--- src/core/tx_cmd_defines.vh ---
`ifndef TX_CMD_DEFINES_VH
`define TX_CMD_DEFINES_VH

// command word a field positions
`define CMDA_IOC_BIT 31
`define CMDA_ALIGN_HI 25
`define CMDA_ALIGN_LO 24
`define CMDA_OFS_HI 20
`define CMDA_OFS_LO 16
`define CMDA_SIZE_HI 10
`define CMDA_SIZE_LO 0

// end alignment codes
`define ALIGN_4B 2'h0
`define ALIGN_16B 2'h1
`define ALIGN_32B 2'h2
`define ALIGN_RSVD 2'h3

// register byte offsets
`define REG_STATUS 6'h00
`define REG_INT_CLR 6'h04
`define REG_INT_EN 6'h08
`define REG_CTRL 6'h0C
`define REG_CMD_VIEW 6'h10
`define REG_PROGRESS 6'h14

// status, clear and enable bit positions
`define ST_DONE_BIT 0
`define ST_ERR_BIT 1
`define CTRL_ENABLE_BIT 0

// reset values and bus codes
`define CTRL_RESET 1'h1
`define INT_EN_RESET 2'h0
`define HTRANS_NONSEQ 2'h2
`define HSIZE_WORD 3'h2

// one-hot states
`define ST_CMDA 3'h1
`define ST_CMDB 3'h2
`define ST_BODY 3'h4

`endif

--- src/core/dword_plan.v ---
`include "tx_cmd_defines.vh"

module dword_plan (
	// buffer description
	input wire [10:0] size,
	input wire [4:0] offset,
	input wire [1:0] align,
	// word plan
	output reg [9:0] data_dw,
	output reg [9:0] total_dw,
	output wire [2:0] first_dw,
	output wire [3:0] first_be,
	output wire [3:0] last_be
);

	reg [11:0] end_b;
	reg [11:0] end_rnd;
	reg [11:0] end_m1;

	// byte lanes from lo upward to hi
	function [3:0] lane_mask;
		input [1:0] lo;
		input [1:0] hi;
		integer i;
		begin
			lane_mask = 4'h0;
			for (i = 0; i < 4; i = i + 1) begin
				lane_mask[i] = (i >= lo) && (i <= hi);
			end
		end
	endfunction

	always @* begin
		end_b = {1'b0, size} + {7'h00, offset};
		end_rnd = end_b + 12'h003;
		end_m1 = end_b - 12'h001;
		data_dw = (size == 11'h000) ? 10'h000 : end_rnd[11:2];
		case (align)
			`ALIGN_16B: total_dw = (data_dw + 10'h003) & 10'h3FC;
			`ALIGN_32B: total_dw = (data_dw + 10'h007) & 10'h3F8;
			default: total_dw = data_dw;
		endcase
	end

	assign first_dw = offset[4:2];
	assign first_be = lane_mask(offset[1:0], 2'h3);
	assign last_be = lane_mask(2'h0, end_m1[1:0]);

endmodule // dword_plan

--- src/core/tx_command_a_decoder.v ---
// Summary of operation
// - a buffer whose command word has bit 31 set raises the done flag once its last word is taken in.
// - the done flag reaches the interrupt output only while its enable bit is set by software.
// - alignment code 00, 01, 10 selects a 4, 16 or 32 byte end boundary; 11 is reserved.
// - filler words after the payload are swallowed and never reach the payload output.
// - the eleven-bit size field with the offset field and the alignment code sets how many words and filler words follow.
//
// Our own choices: the register addresses and register access over AHB-Lite.
`include "tx_cmd_defines.vh"

module tx_command_a_decoder (
	// clock and reset
	input wire hclk,
	input wire hresetn,
	// ahb-lite slave
	input wire hsel,
	input wire [31:0] haddr,
	input wire [1:0] htrans,
	input wire hwrite,
	input wire [2:0] hsize,
	input wire hready,
	input wire [31:0] hwdata,
	output reg [31:0] hrdata,
	output wire hreadyout,
	output wire hresp,
	// word stream from host bus
	input wire in_valid,
	input wire [31:0] in_data,
	output wire in_ready,
	// payload stream to tx fifo
	output reg out_valid,
	output reg [31:0] out_data,
	output reg [3:0] out_be,
	output reg out_last,
	input wire out_ready,
	// interrupt
	output wire irq
);

	//////////////////////////////////////////////////////////////////////
	// state and command fields
	reg [2:0] state_q;
	reg [2:0] state_d;
	reg ioc_q;
	reg [1:0] align_q;
	reg [4:0] ofs_q;
	reg [10:0] size_q;
	reg [9:0] idx_q;
	reg [9:0] data_dw_q;
	reg [9:0] total_dw_q;
	reg [2:0] first_dw_q;
	reg [3:0] first_be_q;
	reg [3:0] last_be_q;
	reg [31:0] cmd_view_q;

	wire [9:0] plan_data_dw;
	wire [9:0] plan_total_dw;
	wire [2:0] plan_first_dw;
	wire [3:0] plan_first_be;
	wire [3:0] plan_last_be;

	// register file
	reg [1:0] status_q;
	reg [1:0] int_en_q;
	reg ctrl_en_q;

	// ahb address phase capture
	reg wr_pend_q;
	reg [5:0] wr_addr_q;

	//////////////////////////////////////////////////////////////////////
	// word plan for the buffer just described
	dword_plan u_plan (
		.size(size_q),
		.offset(ofs_q),
		.align(align_q),
		.data_dw(plan_data_dw),
		.total_dw(plan_total_dw),
		.first_dw(plan_first_dw),
		.first_be(plan_first_be),
		.last_be(plan_last_be)
	);

	//////////////////////////////////////////////////////////////////////
	// stream handshake
	wire in_body = (state_q == `ST_BODY);
	wire is_payload = in_body && (idx_q >= {7'h00, first_dw_q}) && (idx_q < data_dw_q);
	wire out_free = !out_valid || out_ready;
	assign in_ready = ctrl_en_q && (!is_payload || out_free);
	wire take = in_valid && in_ready;
	wire body_end = in_body && take && (idx_q == total_dw_q - 10'h001);
	wire bad_align = (in_data[`CMDA_ALIGN_HI:`CMDA_ALIGN_LO] == `ALIGN_RSVD);
	wire empty_buf = (plan_total_dw == 10'h000);

	always @* begin
		state_d = state_q;
		case (state_q)
			`ST_CMDA: begin
				if (take)
					state_d = `ST_CMDB;
			end
			`ST_CMDB: begin
				if (take)
					state_d = empty_buf ? `ST_CMDA : `ST_BODY;
			end
			`ST_BODY: begin
				if (body_end)
					state_d = `ST_CMDA;
			end
			default: state_d = `ST_CMDA;
		endcase
	end

	//////////////////////////////////////////////////////////////////////
	// command capture and word counting
	always @(posedge hclk or negedge hresetn) begin
		if (!hresetn) begin
			state_q <= `ST_CMDA;
			ioc_q <= 1'b0;
			align_q <= `ALIGN_4B;
			ofs_q <= 5'h00;
			size_q <= 11'h000;
			idx_q <= 10'h000;
			data_dw_q <= 10'h000;
			total_dw_q <= 10'h000;
			first_dw_q <= 3'h0;
			first_be_q <= 4'h0;
			last_be_q <= 4'h0;
			cmd_view_q <= 32'h0000_0000;
		end else begin
			state_q <= state_d;
			if (state_q == `ST_CMDA && take) begin
				ioc_q <= in_data[`CMDA_IOC_BIT];
				align_q <= bad_align ? `ALIGN_4B : in_data[`CMDA_ALIGN_HI:`CMDA_ALIGN_LO];
				ofs_q <= in_data[`CMDA_OFS_HI:`CMDA_OFS_LO];
				size_q <= in_data[`CMDA_SIZE_HI:`CMDA_SIZE_LO];
				cmd_view_q <= in_data;
			end
			if (state_q == `ST_CMDB && take) begin
				data_dw_q <= plan_data_dw;
				total_dw_q <= plan_total_dw;
				first_dw_q <= plan_first_dw;
				first_be_q <= plan_first_be;
				last_be_q <= plan_last_be;
				idx_q <= 10'h000;
			end else if (in_body && take) begin
				idx_q <= idx_q + 10'h001;
			end
		end
	end

	//////////////////////////////////////////////////////////////////////
	// payload output register
	wire [3:0] cur_be = ((idx_q == {7'h00, first_dw_q}) ? first_be_q : 4'hF) &
		((idx_q == data_dw_q - 10'h001) ? last_be_q : 4'hF);

	always @(posedge hclk or negedge hresetn) begin
		if (!hresetn) begin
			out_valid <= 1'b0;
			out_data <= 32'h0000_0000;
			out_be <= 4'h0;
			out_last <= 1'b0;
		end else if (is_payload && take) begin
			out_valid <= 1'b1;
			out_data <= in_data;
			out_be <= cur_be;
			out_last <= (idx_q == data_dw_q - 10'h001);
		end else if (out_ready) begin
			out_valid <= 1'b0;
		end
	end

	//////////////////////////////////////////////////////////////////////
	// events
	wire ev_done = (body_end && ioc_q) || (state_q == `ST_CMDB && take && empty_buf && ioc_q);
	wire ev_err = (state_q == `ST_CMDA) && take && bad_align;

	//////////////////////////////////////////////////////////////////////
	// ahb-lite slave
	wire acc = hsel && hready && (htrans == `HTRANS_NONSEQ) && (hsize == `HSIZE_WORD);
	wire [1:0] clr_bits = (wr_pend_q && wr_addr_q == `REG_INT_CLR) ? hwdata[1:0] : 2'h0;

	assign hreadyout = 1'b1;
	assign hresp = 1'b0;

	always @(posedge hclk or negedge hresetn) begin
		if (!hresetn) begin
			wr_pend_q <= 1'b0;
			wr_addr_q <= 6'h00;
			hrdata <= 32'h0000_0000;
		end else begin
			wr_pend_q <= acc && hwrite && (haddr[7:6] == 2'h0);
			wr_addr_q <= haddr[5:0];
			hrdata <= 32'h0000_0000;
			if (acc && !hwrite) begin
				case (haddr[7:0])
					{2'h0, `REG_STATUS}: hrdata <= {30'h0000_0000, status_q};
					{2'h0, `REG_INT_EN}: hrdata <= {30'h0000_0000, int_en_q};
					{2'h0, `REG_CTRL}: hrdata <= {31'h0000_0000, ctrl_en_q};
					{2'h0, `REG_CMD_VIEW}: hrdata <= cmd_view_q;
					{2'h0, `REG_PROGRESS}: hrdata <= {19'h0_0000, state_q, idx_q};
					default: hrdata <= 32'h0000_0000;
				endcase
			end
		end
	end

	//////////////////////////////////////////////////////////////////////
	// sticky status, enables and control
	always @(posedge hclk or negedge hresetn) begin
		if (!hresetn) begin
			status_q <= 2'h0;
			int_en_q <= `INT_EN_RESET;
			ctrl_en_q <= `CTRL_RESET;
		end else begin
			status_q[`ST_DONE_BIT] <= ev_done | (status_q[`ST_DONE_BIT] & ~clr_bits[`ST_DONE_BIT]);
			status_q[`ST_ERR_BIT] <= ev_err | (status_q[`ST_ERR_BIT] & ~clr_bits[`ST_ERR_BIT]);
			if (wr_pend_q && wr_addr_q == `REG_INT_EN)
				int_en_q <= hwdata[1:0];
			if (wr_pend_q && wr_addr_q == `REG_CTRL)
				ctrl_en_q <= hwdata[`CTRL_ENABLE_BIT];
		end
	end

	assign irq = |(status_q & int_en_q);

endmodule // tx_command_a_decoder

--- config.mk ---
export PLATFORM = sky130hd
export DESIGN_NAME = tx_command_a_decoder
export DESIGN_NICKNAME = d
export VERILOG_FILES = /design/src/core/dword_plan.v /design/src/core/tx_command_a_decoder.v
export VERILOG_INCLUDE_DIRS = /design/src /design/src/core
export SDC_FILE = /design/constraint.sdc
export NUM_CORES = 1
export LEC_CHECK = 0
export ABC_AREA = 1
export BUFFER_PORTS_ARGS = -buffer_cell sky130_fd_sc_hd__buf_2
export CELL_PAD_IN_SITES_DETAIL_PLACEMENT = 0
export CELL_PAD_IN_SITES_GLOBAL_PLACEMENT = 2
export CORE_MARGIN = 2
export CORE_UTILIZATION = 25
export CTS_CLUSTER_DIAMETER = 60
export DETAILED_ROUTE_END_ITERATION = 8
export HOLD_SLACK_MARGIN = 0.03
export PLACE_DENSITY_LB_ADDON = 0.1
export RECOVER_POWER = 25
export SLEW_MARGIN = 25
export SYNTH_ARGS = -nofsm -noshare
export SYNTH_HDL_FRONTEND = slang
export SYNTH_SLANG_ARGS = --single-unit
--- constraint.sdc ---
create_clock -name hclk -period 3.3 [get_ports hclk]
set_input_delay 0.33 -clock hclk [delete_from_list [all_inputs] [get_ports hclk]]
set_output_delay 0.33 -clock hclk [all_outputs]
set_load 0.03 [all_outputs]
# Word-level counts from Yosys, hierarchy flattened
# Index checks and enable logic that the tools add are counted.
[classes]
n_addsub = 8
n_lt_le_gt_ge = 8
eq_ne = 21
muxes = 17
bitwise = 8
reduce_logical = 36
[op_table]
columns = ["cell", "count"]
rows = [
  ["$pmux W32 S5", 1],
  ["$mux W32", 1],
  ["$mux W10", 3],
  ["$logic_and A1 B1 Y1", 22],
  ["$eq A10 B10 Y1", 2],
  ["$pmux W10 S2", 1],
  ["$sub A10 B1 Y10 const B", 2],
  ["$eq A8 B4 Y1 const B", 2],
  ["$eq A8 B5 Y1 const B", 2],
  ["$add A11 B5 Y12", 1],
  ["$add A12 B2 Y12 const B", 1],
  ["$eq A6 B4 Y1 const B", 2],
  ["$mux W3", 4],
  ["$logic_not A11 Y1", 1],
  ["$add A10 B1 Y10 const B", 1],
  ["$add A10 B2 Y10 const B", 1],
  ["$add A10 B3 Y10 const B", 1],
  ["$eq A10 B3 Y1", 1],
  ["$ge A10 B3 Y1", 1],
  ["$logic_not A10 Y1", 1],
  ["$lt A10 B10 Y1", 1],
  ["$pmux W3 S3", 1],
  ["$logic_not A8 Y1", 1],
  ["$mux W4", 2],
  ["other kinds (26)", 42],
]
[totals]
regBits = 177
inputBits = 108
out_inout_bits = 74
elab_cells = 120

# Logic depth before layout (Yosys ltp)
[logic_depth]
depth_word = 12
ltp_mapped = 24
depth_no_buf = 24

# Hierarchy
# Synthesis repeated with hierarchy kept, for this count alone.
[hier_totals]
cells_unflattened = 1173
area_unflattened_um2 = 8968.6
[by_module_without_submodules]
columns = ["mod", "n_inst", "cells_each", "area_per_inst_um2", "seq_area_each_um2"]
rows = [
  ["tx_command_a_decoder", 1, 917, 7693.6, 4006.3],
  ["dword_plan", 1, 256, 1275.0, 0.0],
]

# Worst setup path after synthesis
# No wires, ideal clock.
[synth_timing]
path_kind = "register to register"
start = "register size_q[0]"
end = "register state_q[2]"
arrival_time_ps = 2830
required_ps = 3183
path_slack_ps = 353
stages_incl_launch_ff = 21
synth_period_minus_slack_ps = 2947
path_cell_list = "dfrtp_1 -> ha_1 -> fa_1 -> inv_1 -> ha_1 -> nor2_4 -> nand3_2 -> nor2_4 -> a21oi_1 -> nor2_2 -> nand2_2 -> nand2_1 -> nand3_2 -> nand2_1 -> nand2_1 -> nor2_1 -> nand3_1 -> nor2_2 -> nand2_2 -> nand2_1 -> nand2_1"
[synth_between]
elab_chain_len = 9
word_cells_on_any_way = 11
classes_between = "4 x add/sub; 5 x mux; 2 x reduce/logical"
[synth_rtl]
columns = ["item", "line_no", "source"]
rows = [
  ["start: declaration", "tx_command_a_decoder.v:47", "reg [10:0] size_q;"],
  ["start signal: assignment", "tx_command_a_decoder.v:136", "size_q <= in_data[`CMDA_SIZE_HI:`CMDA_SIZE_LO];"],
  ["$add A11 B5 Y12", "dword_plan.v:34", "end_b = {1'b0, size} + {7'h00, offset};"],
  ["$add A12 B2 Y12", "dword_plan.v:35", "end_rnd = end_b + 12'h003;"],
  ["$mux W10 *", "dword_plan.v:37", "data_dw = (size == 11'h000) ? 10'h000 : end_rnd[11:2];"],
  ["$add A10 B2 Y10 / $add A10 B3 Y10 (equally long branches)", "dword_plan.v:39, dword_plan.v:40", ""],
  ["$pmux W10 S2 *", "dword_plan.v:38", "case (align)"],
  ["$logic_not A10 Y1 *", "tx_command_a_decoder.v:93", "wire empty_buf = (plan_total_dw == 10'h000);"],
  ["$mux W3 (no source line) *", "--", ""],
  ["$mux W3 *", "tx_command_a_decoder.v:103", "if (take)"],
  ["$pmux W3 S3 *", "tx_command_a_decoder.v:97", "case (state_q)"],
  ["end signal: assignment", "tx_command_a_decoder.v:118", "state_q <= `ST_CMDA;"],
  ["end signal: assignment", "tx_command_a_decoder.v:131", "state_q <= state_d;"],
  ["end: declaration", "tx_command_a_decoder.v:42", "reg [2:0] state_q;"],
]
# Mark *: on every way between the ends. The rest lies on a longest branch, timed or not. The select of a mux whose other input is x is not followed.
# A chain may end at the register's enable or synchronous reset.

# Final worst setup path
[layout_timing]
start = "register size_q[0]"
end = "register status_q[0]"
[layout_between]
elab_chain_len = 10
word_cells_on_any_way = 12
classes_between = "4 x add/sub; 2 x mux; 1 x bitwise; 5 x reduce/logical"
[layout_rtl]
columns = ["item", "line_no", "source"]
rows = [
  ["$add A11 B5 Y12", "dword_plan.v:34", ""],
  ["$add A12 B2 Y12", "dword_plan.v:35", ""],
  ["$mux W10 *", "dword_plan.v:37", ""],
  ["$add A10 B2 Y10 / $add A10 B3 Y10 (equally long branches)", "dword_plan.v:39, dword_plan.v:40", ""],
  ["$pmux W10 S2 *", "dword_plan.v:38", ""],
  ["$logic_not A10 Y1 *", "tx_command_a_decoder.v:93", ""],
  ["$logic_and A1 B1 Y1 * (2 in a row)", "tx_command_a_decoder.v:175", "wire ev_done = (body_end && ioc_q) || (state_q == `ST_CMDB && take && empty_buf && ioc_q);"],
  ["$logic_or A1 B1 Y1 *", "tx_command_a_decoder.v:175", ""],
  ["$or A1 B1 Y1 *", "tx_command_a_decoder.v:216", "status_q[`ST_DONE_BIT] <= ev_done | (status_q[`ST_DONE_BIT] & ~clr_bits[`ST_DONE_BIT]);"],
  ["end signal: indexed assignment", "tx_command_a_decoder.v:216", ""],
  ["end signal: indexed assignment", "tx_command_a_decoder.v:217", "status_q[`ST_ERR_BIT] <= ev_err | (status_q[`ST_ERR_BIT] & ~clr_bits[`ST_ERR_BIT]);"],
  ["end: declaration", "tx_command_a_decoder.v:63", "reg [1:0] status_q;"],
]
# Mark *: on every way between the ends. The rest lies on a longest branch, timed or not.

==> results.py <==
metrics = {
    "synth": {
        "ys_types": 45,
        "synthFlopType": "dfrtp_1",
        "synth_nets": 1171,
        "ys_async_sr_fraction_pct": 100,
        "synth_top_area_share_pct": 47.4,
        "ys_seq_elements": 159,
        "netlist_instances": 1037,
        "synth_top_cell_by_area": "dfrtp_1",
        "synth_edf_count": 0,
        "syn-cell-area_mm2": 0.00829,
        "yosysWarnings": 0,
        "yosysSeqAreaShare_pct": 48.0,
        "avgSynthCellArea_um2": 8.00,
        "ys_top_cells_by_area": "dfrtp_1, nand2_1, inv_1",
    },
    "cts": {
        "clock-sinks": 159,
        "htree_levels": 4,
        "cts_tree": "built",
        "cts_inserted_buffers": 17,
        "cts.root.buffer_cell": "clkbuf_16",
        "clock_path_buffers": 2,
        "cts.clk_slew.worst_paths_ps": 80,
        "clock_latency_ps": 440,
    },
    "sta": {
        "clock_skew_ps": 21.3,
        "slew_headroom_pct": -39.6,
        "setup_tns_ps": 0,
        "worstMarginPinSlew_ps": 2090,
        "setup_viol": 0,
        "slew_viol_final": 77,
        "hold_viol": 0,
        "grt_setup_unrepaired": "true",
        "period_needed_ps": 3170,
        "max_freq_mhz": 316,
        "final.period_utilization_pct": 95.9,
    },
    "worst_setup_path": {
        "start_kind": "register",
        "cp_common_cell": "nor2_4",
        "cp.arrival_ps": 3540,
        "cp-end-kind": "register",
        "crit_path_max_fanout": 4,
        "slowest_stage": "fa_2",
        "cp_cell_sequence": "ha_2, fa_2, inv_2, ha_4, nor2_4, nand3_4, nor2_4, buf_6, nor2_4, nand2_4, nor2_4, buf_4, nand3_1, nand2_2, nand3_1, nand2_1, nor2_1, nand3_2, nor2_4, nand4_1, nand3_1",
        "critical-path-max-stage-delay_ps": 540,
        "regToRegSetupSlack_ps": 130,
        "required_ps": 3670,
        "crit_type": "register to register",
    },
    "floorplan": {
        "die_w_um": 186,
        "die_height_um": 186,
        "placementRows": 66,
        "io_pins": 182,
        "dieArea_mm2": 0.0346,
        "initial_utilization_pct": 25.4,
        "core_area_mm2": 0.0326,
    },
    "global_route": {
        "grt_max_degree": 78,
        "overflow": 0,
        "grt_pass1_wl_um": 40900,
        "grt.total_usage_pct": 15.8,
        "grt_antenna_before_repair": 1,
        "grt_pass1_vias": 7204,
    },
    "pwr": {
        "powerDensity_mw_per_mm2": 1040,
        "p_sw_mw": 5.09,
        "leakage_nw": 5.20,
        "sequentialPowerShare_pct": 27.8,
        "switching_share_pct": 46.6,
        "p_comb_share_pct": 53.9,
        "clkPwrFrac_pct": 18.3,
        "vdd_drop_max_v": 0.000401,
        "intPower_mw": 5.83,
    },
    "drt": {
        "first_pass_iters": 4,
        "drc": 0,
        "drt-wirelength-per-cell_um": 15.8,
        "routed_wl_um": 26300,
        "viasPerCell": 4.34,
        "drt_iter0_markers": 323,
        "vias": 7197,
        "postRouteAntennaNets": 0,
    },
    "hold_path": {
        "holdCritPathClass": "input port to register",
    },
    "placed_design": {
        "gp_congestion": 0.720,
        "dp_cells": 1617,
        "dpl_cell_area_mm2": 0.00968,
        "dp_hpwl_um": 20000,
        "portBuffers": 125,
    },
    "cells_and_area": {
        "finalInstanceArea_mm2": 0.0105,
        "layout_commonest_cell": "nand2_1",
        "drive_gt1_share_pct": 22.9,
        "antenna_cells": 0,
        "final_cells": 1659,
        "layout.nets": 1339,
        "layout_common_cells": "nand2_1, dfrtp_1, inv_1",
        "syn2layout_area_growth_pct": 26.7,
        "fin_util_pct": 32.2,
    },
    "status": {
        "status": "finished with violations",
        "violations": "capacitance limit, slew limit",
    },
    "job": {
        "maxCapViolCount": 1,
    },
}
## through the flow
stage | hold WS (ps) | setup WS [ps] | power (mW)
2_1_floorplan | 34.4 | 353 | 6.59
3_3_place_gp | 446 | -26.1 | 8.51
3_5_place_dp | 443 | -37.4 | 8.50
4_1_cts | 36.9 | 10.8 | 10.6
5_1_grt | 82.8 | -62.8 | 11.9
6_report | 76.8 | 135 | 10.9
## registers in the layout, indices dropped and copies added (netlist names), 4 cells and up
signal and count:
cmd_view_q 17, idx_q 10, wr_addr_q 6, total_dw_q 10
out_data 32, size_q 10, data_dw_q 10, out_be 4
last_be_q 4, ofs_q 4, hrdata 32
## path summary, 6_finish.rpt
path                               start       endpoint  depth (start not counted)
max reg2reg                    size_q[0]    status_q[0]                         21
min                             haddr[5]   wr_addr_q[5]                          1
max                            size_q[0]    status_q[0]                         21
min reg2reg                first_be_q[1]  first_be_q[1]                          2
min in group asynchronous        hresetn      hrdata[7]                          2
max in group asynchronous        hresetn    out_data[1]                          2
## layout make-up
type / instances / area (um^2)
clock buffers: 18 / 429
flip-flops and latches: 159 / 3980
repair buffers: 180 / 1050
fillers: 3624 / 22100
multi-input cells: 711 / 3820
clock inverters: 13 / 146
inverters: 136 / 518
well taps: 442 / 553
## layer usage
metal	GRT usage, %	up-vias	part of all wire [%]
li1	-	3686	-
met1	21.5	3385	48
met2	25.9	116	48
met3	3.29	10	4.0
met4	3.34	0	0.76
met5	0	-	0
## synth_stat cells (all sizes together) (2+ instances only)
cell type and instances:
nand2 296, dfrtp 157, inv 134, o21ai 93, nor2 82, nand3 76
ha 25, nor3 25, a21oi 24, xor2 21, o22ai 20, buf 17
clkbuf 14, nand4 12, nor4 6, xnor2 5, or2 4, a31oi 3
o211ai 3, o21a 3, clkinv 2, conb 2, dfstp 2, o2111ai 2
o21bai 2
## what timing repair did
item,in CTS,in global routing
gates resized for setup,5,43
pin swaps,2,19
setup buffers,0,6
hold endpoints to repair,76,0
endpoints found under the setup margin,3,7
gates cloned,0,0
hold buffers,5,0
## logic make-up (layout without fill, tap and decap cells)
| logic type | after synthesis | after routing | share of synthesized area [%] |
|---|---|---|---|
| simple gates | 502 | 502 | 26.6 |
| buf+inv | 167 | 347 | 8.15 |
| flops | 159 | 159 | 48.0 |
| compound gates | 154 | 154 | 10.3 |
| fa+ha+maj | 26 | 26 | 4.01 |
| xor+xnor | 26 | 26 | 2.75 |
| other cells | 2 | 2 | 0.0906 |
| mux | 1 | 1 | 0.136 |
## power by group through the flow
| stage | registers, mW | clock network [mW] | logic (mW) |
|---|---|---|---|
| 2_1_floorplan | 3.35 | 0 | 3.23 |
| 3_3_place_gp | 3.06 | 0 | 5.45 |
| 3_5_place_dp | 3.06 | 0 | 5.45 |
| 4_1_cts | 3.04 | 2.07 | 5.51 |
| 5_1_grt | 3.13 | 2.15 | 6.65 |
| 6_report | 3.03 | 2.00 | 5.88 |
## worst max-delay path: cells and delay by family (launching register included)
family / cells / cell delay (ps)
adders and majority gates: 3 / 900
buffers and inverters: 3 / 330
DFF: 1 / 390
and+or+nand+nor: 15 / 1490
No activity file was read; power rests on OpenSTA's default activity.
